[config.mk]
export PLATFORM = sky130hd
export DESIGN_NAME = dmaev_event_unit
export DESIGN_NICKNAME = d
export VERILOG_FILES = /design/src/hdl/dmaev_pkg.sv /design/src/hdl/dmaev_event_unit.sv
export VERILOG_INCLUDE_DIRS = /design/src /design/src/hdl
export SDC_FILE = /design/constraint.sdc
export NUM_CORES = 1
export LEC_CHECK = 0
export BUFFER_PORTS_ARGS = -buffer_cell sky130_fd_sc_hd__buf_2
export CAP_MARGIN = 10
export CORE_MARGIN = 2
export CORE_UTILIZATION = 52
export CTS_CLUSTER_SIZE = 16
export DETAILED_ROUTE_END_ITERATION = 8
export GPL_TIMING_DRIVEN = 0
export HOLD_SLACK_MARGIN = 0.03
export PLACE_DENSITY = 0.87
export SLEW_MARGIN = 20
export SYNTH_ARGS = -nofsm -noshare
export SYNTH_HDL_FRONTEND = slang
export SYNTH_SLANG_ARGS = --single-unit
export TNS_END_PERCENT = 10
[constraint.sdc]
create_clock -name pclk -period 2.7 [get_ports pclk]
set_input_delay 0.405 -clock pclk [delete_from_list [all_inputs] [get_ports pclk]]
set_output_delay 0.405 -clock pclk [all_outputs]
set_load 0.005 [all_outputs]
[src/hdl/dmaev_consts.svh]
/*
  Constants for the DMA event set and masked status block: register offsets,
  event bit positions, reset values.
  Assumes inclusion by bare name from the package and the design module.
*/
// Notes on behaviour
// - a one written to a bit of the force register sets that event and its raw status bit.
// - a forced event that is enabled shows in the masked view just like a hardware event.
// - software may force any event regardless of transfer activity.
// - a completion bit of the masked view reads 1 when the event occurred and is enabled, else 0.
// - channel n completion is raised when its size counter reaches zero, on bit n, bits 15..0.
// - early warning for channels 0..7 is raised at the threshold, on bit 16+n.
// - the source address fault sits on bit 24.
// - the source data fault sits on bit 25.
// - bits 31..26 of the force register are reserved, writes do nothing, all fields reset to zero.
// - the number of completion channels is a build parameter; absent channels have no effect.
// - each masked bit is the AND of its enable bit and its raw bit.
// - writing zero to a force bit leaves the raw status unchanged.
// - writing a one to a bit of the clear register clears the raw bit, unless an event or a force sets it in the same cycle.
`ifndef DMAEV_CONSTS_SVH
`define DMAEV_CONSTS_SVH
`define DMAEV_OFS_RAW      13'h1060
`define DMAEV_OFS_ENABLE   13'h1058
`define DMAEV_OFS_VIEW     13'h1068
`define DMAEV_OFS_FORCE    13'h1070
`define DMAEV_OFS_CLEAR    13'h1078
`define DMAEV_ADDR_W       13
`define DMAEV_DONE_LSB     0
`define DMAEV_EARLY_LSB    16
`define DMAEV_EARLY_N      8
`define DMAEV_ADDR_BIT     24
`define DMAEV_DATA_BIT     25
`define DMAEV_USED_W       26
`define DMAEV_MAX_CHAN     16
`define DMAEV_RESET_VAL    32'h0000_0000
`define DMAEV_ZERO_BIT     1'b0
`endif

[src/hdl/dmaev_pkg.sv]
/*
  Types for the DMA event block: the hardware event bundle.
  Assumes dmaev_consts.svh sits on the include path.
*/
`include "dmaev_consts.svh"
package dmaev_pkg;
  typedef struct packed {
    logic [`DMAEV_MAX_CHAN-1:0] transfer_done;
    logic [`DMAEV_EARLY_N-1:0]  early_warning;
    logic                       source_address_fault;
    logic                       source_data_fault;
  } dmaev_hw_event_type;
endpackage

[src/hdl/dmaev_event_unit.sv]
/*
  DMA event status unit: raw event status, enable mask, masked view,
  software force and clear, APB slave and one level interrupt.
  Assumes hardware event inputs are one-cycle pulses synchronous to pclk and
  that the transfer engine raises them (size counter zero, threshold reached).
*/
`timescale 1ns/10ps
`default_nettype none
`include "dmaev_consts.svh"
module dmaev_event_unit #(
  parameter int CHANNELS = 16
) (
  // clock and reset
  input  wire logic                      pclk,
  input  wire logic                      presetn,
  // apb slave
  input  wire logic                      psel,
  input  wire logic                      penable,
  input  wire logic                      pwrite,
  input  wire logic [31:0]               paddr,
  input  wire logic [31:0]               pwdata,
  input  wire logic [3:0]                pstrb,
  output logic      [31:0]               prdata,
  output logic                           pready,
  output logic                           pslverr,
  // hardware events
  input  wire dmaev_pkg::dmaev_hw_event_type hw_event,
  // interrupt
  output logic                           irq
);

  typedef logic [`DMAEV_USED_W-1:0] dmaev_vec_type;

  // bits that exist in this build: absent channels and reserved bits drop out
  function automatic dmaev_vec_type implemented_bits();
    dmaev_vec_type m;
    m = '0;
    for (int i = 0; i < `DMAEV_USED_W; i++) begin
      if (i >= `DMAEV_MAX_CHAN || i < CHANNELS) begin
        m[i] = 1'b1;
      end
    end
    return m;
  endfunction

  function automatic logic hit(input logic [31:0] a, input logic [`DMAEV_ADDR_W-1:0] ofs);
    return a[`DMAEV_ADDR_W-1:0] == ofs && a[31:`DMAEV_ADDR_W] == '0;
  endfunction

  localparam dmaev_vec_type IMPL = implemented_bits();

  dmaev_vec_type raw_event_reg, raw_event_next;
  dmaev_vec_type event_enable_reg, event_enable_next;
  dmaev_vec_type enabled_event_view_reg, enabled_event_view_next;
  dmaev_vec_type hw_vec, force_vec, clear_vec;
  logic [31:0]   prdata_reg, prdata_next;
  logic          pready_reg, pready_next;
  logic          pslverr_reg, pslverr_next;
  logic          irq_reg, irq_next;
  logic          wr_acc, rd_acc, mapped;

  assign hw_vec = {hw_event.source_data_fault, hw_event.source_address_fault,
                   hw_event.early_warning, hw_event.transfer_done};

  always_comb begin
    wr_acc    = psel && penable && pwrite && !pready_reg;
    rd_acc    = psel && penable && !pwrite && !pready_reg;
    mapped    = hit(paddr, `DMAEV_OFS_RAW) || hit(paddr, `DMAEV_OFS_ENABLE) ||
                hit(paddr, `DMAEV_OFS_VIEW) || hit(paddr, `DMAEV_OFS_FORCE) ||
                hit(paddr, `DMAEV_OFS_CLEAR);
    // writes with a zero strobe lane leave those bits alone
    force_vec = '0;
    clear_vec = '0;
    if (wr_acc && hit(paddr, `DMAEV_OFS_FORCE)) begin
      force_vec = dmaev_vec_type'(pwdata & {{8{pstrb[3]}}, {8{pstrb[2]}},
                                            {8{pstrb[1]}}, {8{pstrb[0]}}});
    end
    if (wr_acc && hit(paddr, `DMAEV_OFS_CLEAR)) begin
      clear_vec = dmaev_vec_type'(pwdata & {{8{pstrb[3]}}, {8{pstrb[2]}},
                                            {8{pstrb[1]}}, {8{pstrb[0]}}});
    end
  end

  // event status group
  always_comb begin
    // set beats clear so an event landing in the clear cycle is kept
    raw_event_next = ((raw_event_reg & ~clear_vec) | hw_vec | force_vec) & IMPL;
    event_enable_next = event_enable_reg;
    if (wr_acc && hit(paddr, `DMAEV_OFS_ENABLE)) begin
      for (int b = 0; b < 4; b++) begin
        if (pstrb[b]) begin
          for (int i = 0; i < 8; i++) begin
            if (b * 8 + i < `DMAEV_USED_W) begin
              event_enable_next[b * 8 + i] = pwdata[b * 8 + i] & IMPL[b * 8 + i];
            end
          end
        end
      end
    end
    enabled_event_view_next = raw_event_next & event_enable_next;
    irq_next = |enabled_event_view_next;
  end

  always_ff @(posedge pclk or negedge presetn) begin
    if (!presetn) begin
      raw_event_reg          <= dmaev_vec_type'(`DMAEV_RESET_VAL);
      event_enable_reg       <= dmaev_vec_type'(`DMAEV_RESET_VAL);
      enabled_event_view_reg <= dmaev_vec_type'(`DMAEV_RESET_VAL);
      irq_reg                <= `DMAEV_ZERO_BIT;
    end else begin
      raw_event_reg          <= raw_event_next;
      event_enable_reg       <= event_enable_next;
      enabled_event_view_reg <= enabled_event_view_next;
      irq_reg                <= irq_next;
    end
  end

  // bus answer group: one wait state, data from registers
  always_comb begin
    pready_next  = psel && penable && !pready_reg;
    pslverr_next = (wr_acc || rd_acc) && !mapped;
    prdata_next  = `DMAEV_RESET_VAL;
    if (rd_acc) begin
      case (paddr[`DMAEV_ADDR_W-1:0])
        `DMAEV_OFS_RAW:    prdata_next = 32'(raw_event_reg);
        `DMAEV_OFS_ENABLE: prdata_next = 32'(event_enable_reg);
        `DMAEV_OFS_VIEW:   prdata_next = 32'(enabled_event_view_reg);
        default:           prdata_next = `DMAEV_RESET_VAL;
      endcase
      if (!mapped) begin
        prdata_next = `DMAEV_RESET_VAL;
      end
    end
  end

  always_ff @(posedge pclk or negedge presetn) begin
    if (!presetn) begin
      prdata_reg  <= `DMAEV_RESET_VAL;
      pready_reg  <= `DMAEV_ZERO_BIT;
      pslverr_reg <= `DMAEV_ZERO_BIT;
    end else begin
      prdata_reg  <= prdata_next;
      pready_reg  <= pready_next;
      pslverr_reg <= pslverr_next;
    end
  end

  assign prdata  = prdata_reg;
  assign pready  = pready_reg;
  assign pslverr = pslverr_reg;
  assign irq     = irq_reg;
endmodule
`default_nettype wire

Word-level counts from Yosys, hierarchy flattened
Cells that the tools add are included.
W data, S select, Z words.
{"block": "word_totals", "register_bits": 113, "inputBits": 99, "out_inout_bits": 35}
{"block": "op_classes", "n_eq_ne": 5, "n_mux": 10, "bitwise": 6, "reduce_logical": 25}
{"op": "$and A26 B26 Y26", "count": 3}
{"op": "$mux W26", "count": 3}
{"op": "$pmux W26 S3", "count": 1}
{"op": "$eq A13 B13 Y1 const B", "count": 5}
{"op": "$mux W32", "count": 2}
{"op": "$or A26 B26 Y26", "count": 2}
{"op": "$not A26 Y26", "count": 1}
{"op": "$reduce_or A26 Y1", "count": 1}
{"op": "$mux W8", "count": 3}
{"op": "$logic_not A19 Y1", "count": 1}
{"op": "$logic_and A1 B1 Y1", "count": 15}
{"op": "$logic_or A1 B1 Y1", "count": 5}
{"op": "$logic_not A1 Y1", "count": 3}
{"op": "$mux W2", "count": 1}

Longest topological paths before layout
Gate-level depths: netlist of the first run.
{"block": "depth", "ltp_word": 11, "depth_mapped": 11}

Worst setup path after synthesis of the first run
OpenSTA, ideal clock, no wires.
{"block": "synth_timing", "path_kind": "input to register", "start": "input paddr[15]", "end": "register irq_reg, in the netlist irq", "setup_ps": 138, "arrival_ps": 2603, "t_required_ps": 2562, "slack_ps": -41, "path_stages": 8, "cell_sequence": "nor4_2 nand4_4 nor4_4 mux2_2 a21boi_2 a2111oi_4 and4_1 nand4_1"}
{"block": "synth_via", "elab_cells_between_ends": 16, "cone_classes": "mux (3); bitwise (5); reduce/logical (8)"}
{"item": "start: declaration", "line_no": "dmaev_event_unit.sv:20", "text": "input wire logic [31:0] paddr,"}
{"item": "$logic_not A19 Y1", "line_no": "dmaev_event_unit.sv:47", "text": "return a[`DMAEV_ADDR_W-1:0] == ofs && a[31:`DMAEV_ADDR_W] == '0;"}
{"item": "$logic_and A1 B1 Y1", "line_no": "dmaev_event_unit.sv:47"}
{"item": "$logic_and A1 B1 Y1", "line_no": "dmaev_event_unit.sv:89", "text": "if (wr_acc && hit(paddr, `DMAEV_OFS_ENABLE)) begin"}
{"item": "$mux W26", "line_no": "dmaev_event_unit.sv:89"}
{"item": "net event_enable_next[21]", "line_no": "dmaev_event_unit.sv:53", "text": "dmaev_vec_type event_enable_reg, event_enable_next;"}
{"item": "$and A26 B26 Y26", "line_no": "dmaev_event_unit.sv:100", "text": "enabled_event_view_next = raw_event_next & event_enable_next;"}
{"item": "net enabled_event_view_next[21]", "line_no": "dmaev_event_unit.sv:54", "text": "dmaev_vec_type enabled_event_view_reg, enabled_event_view_next;"}
{"item": "$reduce_or A26 Y1", "line_no": "dmaev_event_unit.sv:101", "text": "irq_next = |enabled_event_view_next;"}
{"item": "net irq_next", "line_no": "dmaev_event_unit.sv:59", "text": "logic irq_reg, irq_next;"}
{"item": "end signal: assignment", "line_no": "dmaev_event_unit.sv:109", "text": "irq_reg <= `DMAEV_ZERO_BIT;"}
{"item": "end signal: assignment", "line_no": "dmaev_event_unit.sv:114", "text": "irq_reg <= irq_next;"}
{"item": "end: declaration", "line_no": "dmaev_event_unit.sv:59"}
The timed path passes the listed nets, and every way through them passes these cells.

Worst setup path after layout of the first run
{"block": "layout_timing", "start": "input paddr[2]", "end": "register irq_reg, in the netlist irq"}
{"block": "layout_via", "elab_chain_cells": 10, "elab_cells_between_ends": 18, "cone_classes": "eq/ne (3); mux (3); bitwise (5); reduce/logical (7)"}
{"item": "$eq A13 B13 Y1", "line_no": "dmaev_event_unit.sv:47"}
{"item": "$logic_and A1 B1 Y1", "line_no": "dmaev_event_unit.sv:47"}
{"item": "$logic_and A1 B1 Y1", "line_no": "dmaev_event_unit.sv:78", "text": "if (wr_acc && hit(paddr, `DMAEV_OFS_CLEAR)) begin"}
{"item": "$mux W26", "line_no": "dmaev_event_unit.sv:78"}
{"item": "$not A26 Y26", "line_no": "dmaev_event_unit.sv:87", "text": "raw_event_next = ((raw_event_reg & ~clear_vec) | hw_vec | force_vec) & IMPL;"}
{"item": "$and A26 B26 Y26", "line_no": "dmaev_event_unit.sv:87"}
{"item": "$or A26 B26 Y26 (2 in series)", "line_no": "dmaev_event_unit.sv:87"}
{"item": "$and A26 B26 Y26 *", "line_no": "dmaev_event_unit.sv:100"}
{"item": "net enabled_event_view_next[3]", "line_no": "dmaev_event_unit.sv:54"}
{"item": "$reduce_or A26 Y1 *", "line_no": "dmaev_event_unit.sv:101"}
{"item": "net irq_next", "line_no": "dmaev_event_unit.sv:59"}
Mark *: on every way through the listed nets, which the timed path passes. The rest lies on a longest branch.

==> metrics.txt, run 1 <==
hold path depth=3; GPL Wtd Cong=0.896; buffer depth of the longest clock path=2; largest family of logic cells by synthesized area=simple AND/OR/NAND/NOR gates; fmax=361 MHz; DRC=0; Starting Density=53.2%; number of diodes=0; post-layout min period=2770 ps; Async SR Flop Fraction=100%; worst reg2reg path endpoint=irq; Clock Skew=18.2 ps; worst endpoint required time=2970 ps; max-slew violation count=0; Detailed Place HPWL=9.23 mm; unrepaired setup endpoints after global routing=yes; r2r startpoint=pready; CP max FO=10; CP Capture Type=register; leakage=2.92 nW; Hold/Removal Path Class=in -> reg; full die area=0.0101 mm²; post-route ant nets=0; Clock Sink Count=107; Final Hold Fails=0; DR vias/cell=6.22; most common cell after layout, fill and taps aside=buf_2; clk_lat worst skew=390 ps; PD cells=457 mW/mm²; Die W=101 µm; Die Height=101 µm; WL/cell=19.8 µm; power consumption=0.00275 W; commonest cells after routing, fill and taps aside=buf_2, dfrtp_1, nor2_1, a222oi_1, inv_1; vias=4158; Post-Syn Area per Cell=12.0 µm²; port buffer count=118; worst-margin pin slew=1010 ps; TritonCTS clock tree=built; Synth Cell Area=0.00487 mm²; dpl cells=640; Synth Area in Simple Gates=19.7%; GRT overflow=0; WL final=13.2 mm; Setup Crit Path Kind=in -> reg; VDD IR max=0.000219 V; Max-Cap Viols=0; mux cell area share after synthesis=5.91%; Arrival @ worst endpoint=3050 ps; pin count of the biggest net entering global routing=73; post-synthesis compound-gate area fraction=13.9%; predominant post-synthesis flop cell=dfrtp_1; GRT Util Overall=26.4%; Final WS setup=-71.2 ps; First-pass DRT Iterations=6; Ports=134; final setup violation count=2; hold path endpoint=raw_event_reg[18]; run status=complete, but fails checks; number of synthesized flops with an enable pin=0; CTS buffer count=9; Synth-to-Final Area Change=23.4%; worst reg-to-reg path cell count=12; Clock Pin Slew Worst Setup and Hold Paths=110 ps; Iter 0 DRT Violations=518; Post-Layout Cell Count=669; core area=0.00915 mm²; XOR/XNOR Fraction of Synth Area=0%; Rows=35; antenna violations before repair=0; first-pass GRT wire length=20.5 mm; CTS Root Cell=clkbuf_8; Period Utilization, post-route=103%; synth unique cells=55; Yosys reg bits=107; Synth Area in Adders=0%; crit path from=paddr[2]; Worst Min Path Start=hw_event[4]; CP startpoint kind=primary input; Slew headroom=32.2%; final net count=652; fraction of layout cells with a size suffix above 1=38.9%; register-to-register setup slack=-60 ps; Cells after Synth=405; failing checks=setup timing; register area share after synthesis=55.0%; vias in the first global route=4215; YS warnings=0; H-Tree Depth=3
## final cells by class
class,instances,area [µm²]
Clock inverter,6,56.3
Buffer,29,188
Fill cell,686,3150
Multi-Input combinational cell,250,2010
Sequential cell,107,2680
Timing Repair Buffer,132,722
Inverter,24,90.1
Tap cell,111,139
Clock buffer,10,128
## cell families after synthesis
| family | count (synthesis) |
|---|---|
| multiplexers | 26 |
| other | 1 |
| buffers and inverters | 53 |
| AND/OR/NAND/NOR | 144 |
| AO/OA/AOI/OAI | 74 |
| flip-flops | 107 |
## power by group
| part | switching [W] | leakage [nW] | internal, W |
|---|---|---|---|
| logic | 0.000117 | 1.47 | 0.0000791 |
| registers | 0.000000624 | 1.36 | 0.00160 |
| clock network | 0.000590 | 0.0909 | 0.000356 |
## repair_timing
item | in CTS | in global routing
endpoints found under the hold margin | 35 | 0
gates cloned | 0 | 1
hold buffers | 1 | 0
resized for setup | 3 | 12
setup buffers | 0 | 11
endpoints found under the setup margin | 25 | 21
pin swaps | 1 | 8
## worst max-delay path, stage by stage
cell and delay [ps]:
buf_2 110, nor4b_4 440, nand2_1 290, nor4_4 260, buf_4 190, buf_6 130
buf_8 150, nand3_1 120, and2_1 200, o31a_1 310, nor4_2 310, nand4_1 140
## worst max-delay path by stage
| stage | endpoint | slack [ps] |
|---|---|---|
| finish | irq | -70 |
| floorplan | irq | 0.2 |
| global placement | prdata[14] | -720 |
| detailed placement | prdata[24] | -790 |
| CTS | irq | -290 |
| global route | irq | -200 |
## cells in the mapped netlist (all sizes together) (2+ instances only)
master,instances,share of area (%)
a31oi,8,1.0
and2,15,1.9
a32oi,3,0.69
dfrtp,107,55
mux2,22,5.1
a31o,2,0.36
o31a,14,2.5
mux2i,4,0.82
a41oi,4,0.72
nand3,12,1.2
clkbuf,16,1.5
buf,13,2.1
a222oi,24,4.9
nand2,10,0.77
nand4,10,1.7
a211o,2,0.36
nand3b,3,0.54
nor3,2,0.21
a311o,4,0.82
and4,7,1.3
nor2,35,2.7
a21oi,2,0.28
inv,24,1.9
or4,3,0.57
nor4,19,4.5
a21boi,3,0.54
a22oi,2,0.31
or3,17,2.2
o21ai,2,0.21
and3,6,0.82
## per-stage QoR
stage | setup WS [ps] | setup TNS (ps) | utilization, % | cell area, µm² | hold slack (ps)
floorplan | 0.219 | 0 | - | 4900 | 109
global placement | -719 | -15280 | 61.5 | 5630 | 476
detailed placement | -788 | -19050 | 61.9 | 5670 | 322
CTS | -292 | -294 | 64.2 | 5870 | 210
global route | -200 | -800 | 65.6 | 6010 | 203
finish | -71.2 | -114 | 65.6 | 6010 | 210
## layer usage
metal  up-vias  part of all wire (%)  GRT usage, %
met3        31                   9.3          6.17
met4         0                   2.3          11.8
met5         -                     0             0
met2       254                    49          43.2
li1       1836                     -             -
met1      2037                    39          33.4
Note: power is estimated with default switching activity, not from simulation.
==> run 2: changes to the inputs <==
--- a/config.mk
+++ b/config.mk
@@ -6,15 +6,16 @@
 export SDC_FILE = /design/constraint.sdc
 export NUM_CORES = 1
 export LEC_CHECK = 0
+export ABC_AREA = 1
 export BUFFER_PORTS_ARGS = -buffer_cell sky130_fd_sc_hd__buf_2
 export CAP_MARGIN = 10
 export CORE_MARGIN = 2
-export CORE_UTILIZATION = 52
+export CORE_UTILIZATION = 54
 export CTS_CLUSTER_SIZE = 16
 export DETAILED_ROUTE_END_ITERATION = 8
 export GPL_TIMING_DRIVEN = 0
 export HOLD_SLACK_MARGIN = 0.03
-export PLACE_DENSITY = 0.87
+export PLACE_DENSITY = 0.89
 export SLEW_MARGIN = 20
 export SYNTH_ARGS = -nofsm -noshare
 export SYNTH_HDL_FRONTEND = slang
==> metrics.txt, run 2 <==
register-to-register setup slack=440 ps; CP max FO=10; post-route ant nets=0; Hold Slack=299 ps; GRT overflow=0; Multi-input gate area=0.00201 mm²; buffer depth of the longest clock path=2; worst reg2reg path endpoint=irq; dpl cells=940; Synth Area in Simple Gates=22.4%; post-layout min period=2260 ps; CP startpoint kind=register; port buffer count=121; clk_lat worst skew=390 ps; Async SR Flop Fraction=100%; worst-margin pin slew=681 ps; area post-placement=0.00629 mm²; DRC=0; Post-Layout Cell Count=957; final setup violation count=0; number of diodes=0; max-slew violation count=0; Hold/Removal Path Class=in -> reg; vias in the first global route=4891; register area share after synthesis=49.0%; Cells after Synth=680; Final Hold Fails=0; Yosys reg bits=107; fraction of layout cells with a size suffix above 1=26.0%; dominant cell by count in the synthesized netlist=nand2_1; power consumption=0.00294 W; vias=5039; worst endpoint required time=2970 ps; share of Yosys cell area claimed by the top area cell type=49.0%; GRT Util Overall=26.3%; Starting Density=55.7%; mux cell area share after synthesis=0%; Worst Min Path Start=hw_event[16]; post-synth top area cell=dfrtp_1; Clock Skew=12.6 ps; CTS buffer count=9; post-synthesis compound-gate area fraction=13.9%; storage element area=0.00268 mm²; Die Height=105 µm; r2r startpoint=pready; Synth Area in Adders=0%; fmax=443 MHz; worst reg-to-reg path cell count=12; VDD IR max=0.000252 V; run status=finished clean; Detailed Place HPWL=9.96 mm; CTS Root Cell=clkbuf_8; Synth-to-Final Area Change=19.5%; Synth Cell Area=0.00547 mm²; Setup Crit Path Kind=reg -> reg; first-pass GRT wire length=22.7 mm; PD cells=450 mW/mm²; Filler Cell Count=811; Die W=105 µm; YS warnings=0; commonest cells in the netlist=nand2_1, inv_1, dfrtp_1; final net count=918; Period Utilization, post-route=83.5%; Arrival @ worst endpoint=2520 ps; top cells by area, synth=dfrtp_1, nand2_1, inv_1; GPL Wtd Cong=0.842; Rows=36; Clock Sink Count=107; Iter 0 DRT Violations=423; unrepaired setup endpoints after global routing=no; commonest cells after routing, fill and taps aside=nand2_1, inv_1, buf_2, dfrtp_1, nor2_1; predominant post-synthesis flop cell=dfrtp_1; synth unique cells=33; antenna violations before repair=0; DR vias/cell=5.27; H-Tree Depth=3; CP Capture Type=register; crit path from=pready; largest family of logic cells by synthesized area=simple AND/OR/NAND/NOR gates; CP endpoint=irq; Ports=134; WL final=14.3 mm; pin count of the biggest net entering global routing=80; WL/cell=15.0 µm; leakage=3.59 nW; First-pass DRT Iterations=5; Setup TNS=0 ps; Clock Pin Slew Worst Setup and Hold Paths=110 ps; most common cell after layout, fill and taps aside=nand2_1; TritonCTS clock tree=built; Post-Syn Area per Cell=8.04 µm²; full die area=0.0109 mm²; core area=0.00982 mm²; number of synthesized flops with an enable pin=0; Slew headroom=54.6%; Max-Cap Viols=0; # resized after CTS=0; XOR/XNOR Fraction of Synth Area=0%; Design Area, Final=0.00653 mm²
==> run 2: cell count changes in the layout (fill, tap and decap cells not counted), sizes merged, moves of 18 or more <==
cell,before,now
a221oi,0,22
a222oi,24,0
inv,27,163
mux2,22,0
nand2,10,155
nor2,35,76
nor4,19,1
o21ai,2,69
==> run 2: logic make-up after synthesis <==
family                 Yosys count
AO/OA/AOI/OAI                  112
buffers and inverters          190
flip-flops                     107
other                            1
AND/OR/NAND/NOR                270
==> run 2: metrics by stage <==
step	util (%)	setup WS [ps]
3_3_place_gp	63.7	128
5_1_grt	66.5	314
4_1_cts	66.5	482
6_report	66.5	445
3_5_place_dp	64.1	233
2_1_floorplan	-	873
==> run 2: worst min-delay path by stage <==
| stage | cells past startpoint | slack, ps | endpoint |
|---|---|---|---|
| 6_report | 5 | 300 | raw_event_reg[6] |
| 5_1_grt | 5 | 340 | raw_event_reg[13] |
| 4_1_cts | 5 | 300 | raw_event_reg[6] |
| 3_5_place_dp | 1 | 300 | pslverr |
| 3_3_place_gp | 2 | 490 | raw_event_reg[7] |
| 2_1_floorplan | 0 | 110 | enabled_event_view_reg[0] |
==> run 2: layer usage <==
layer  part of all wire, %  GRT usage [%]
met5                     0              0
met4                   3.4           12.8
met3                   8.8           4.12
met2                    49           44.2
met1                    39           33.4
==> run 2: where the power goes <==
part	leakage [nW]	internal [W]	total (W)	switching (W)
clock	0.115	0.000468	0.00111	0.000642
sequential	1.12	0.00160	0.00160	0.000000469
combinational	2.35	0.0000909	0.000228	0.000137
==> run 2: layout make-up <==
| cell class | count | share of cell area [%] |
|---|---|---|
| Clock inverter | 7 | 1.61 |
| Timing Repair Buffer | 123 | 9.94 |
| Sequential cell | 107 | 41.0 |
| Inverter | 160 | 9.20 |
| Multi-Input combinational cell | 388 | 30.8 |
| Clock buffer | 9 | 1.90 |
| Buffer | 30 | 3.01 |
| Tap cell | 133 | 2.55 |
==> run 2: timing repair <==
| item | CTS | global route |
|---|---|---|
| setup buffers | 0 | 0 |
| hold endpoints to repair | 28 | 0 |
| hold buffers | 1 | 0 |
==> run 2: critical path, stage by stage (launching register included) <==
cell and delay, ps:
dfrtp_1 390, nand3b_1 240, nor2_4 250, nand3_4 180, buf_6 210, o21ai_2 120, nand2_1 80, nand2_1 90
nand2_1 70, nor2_1 160, nand2_1 140, nor2_1 120, nand2_1 80
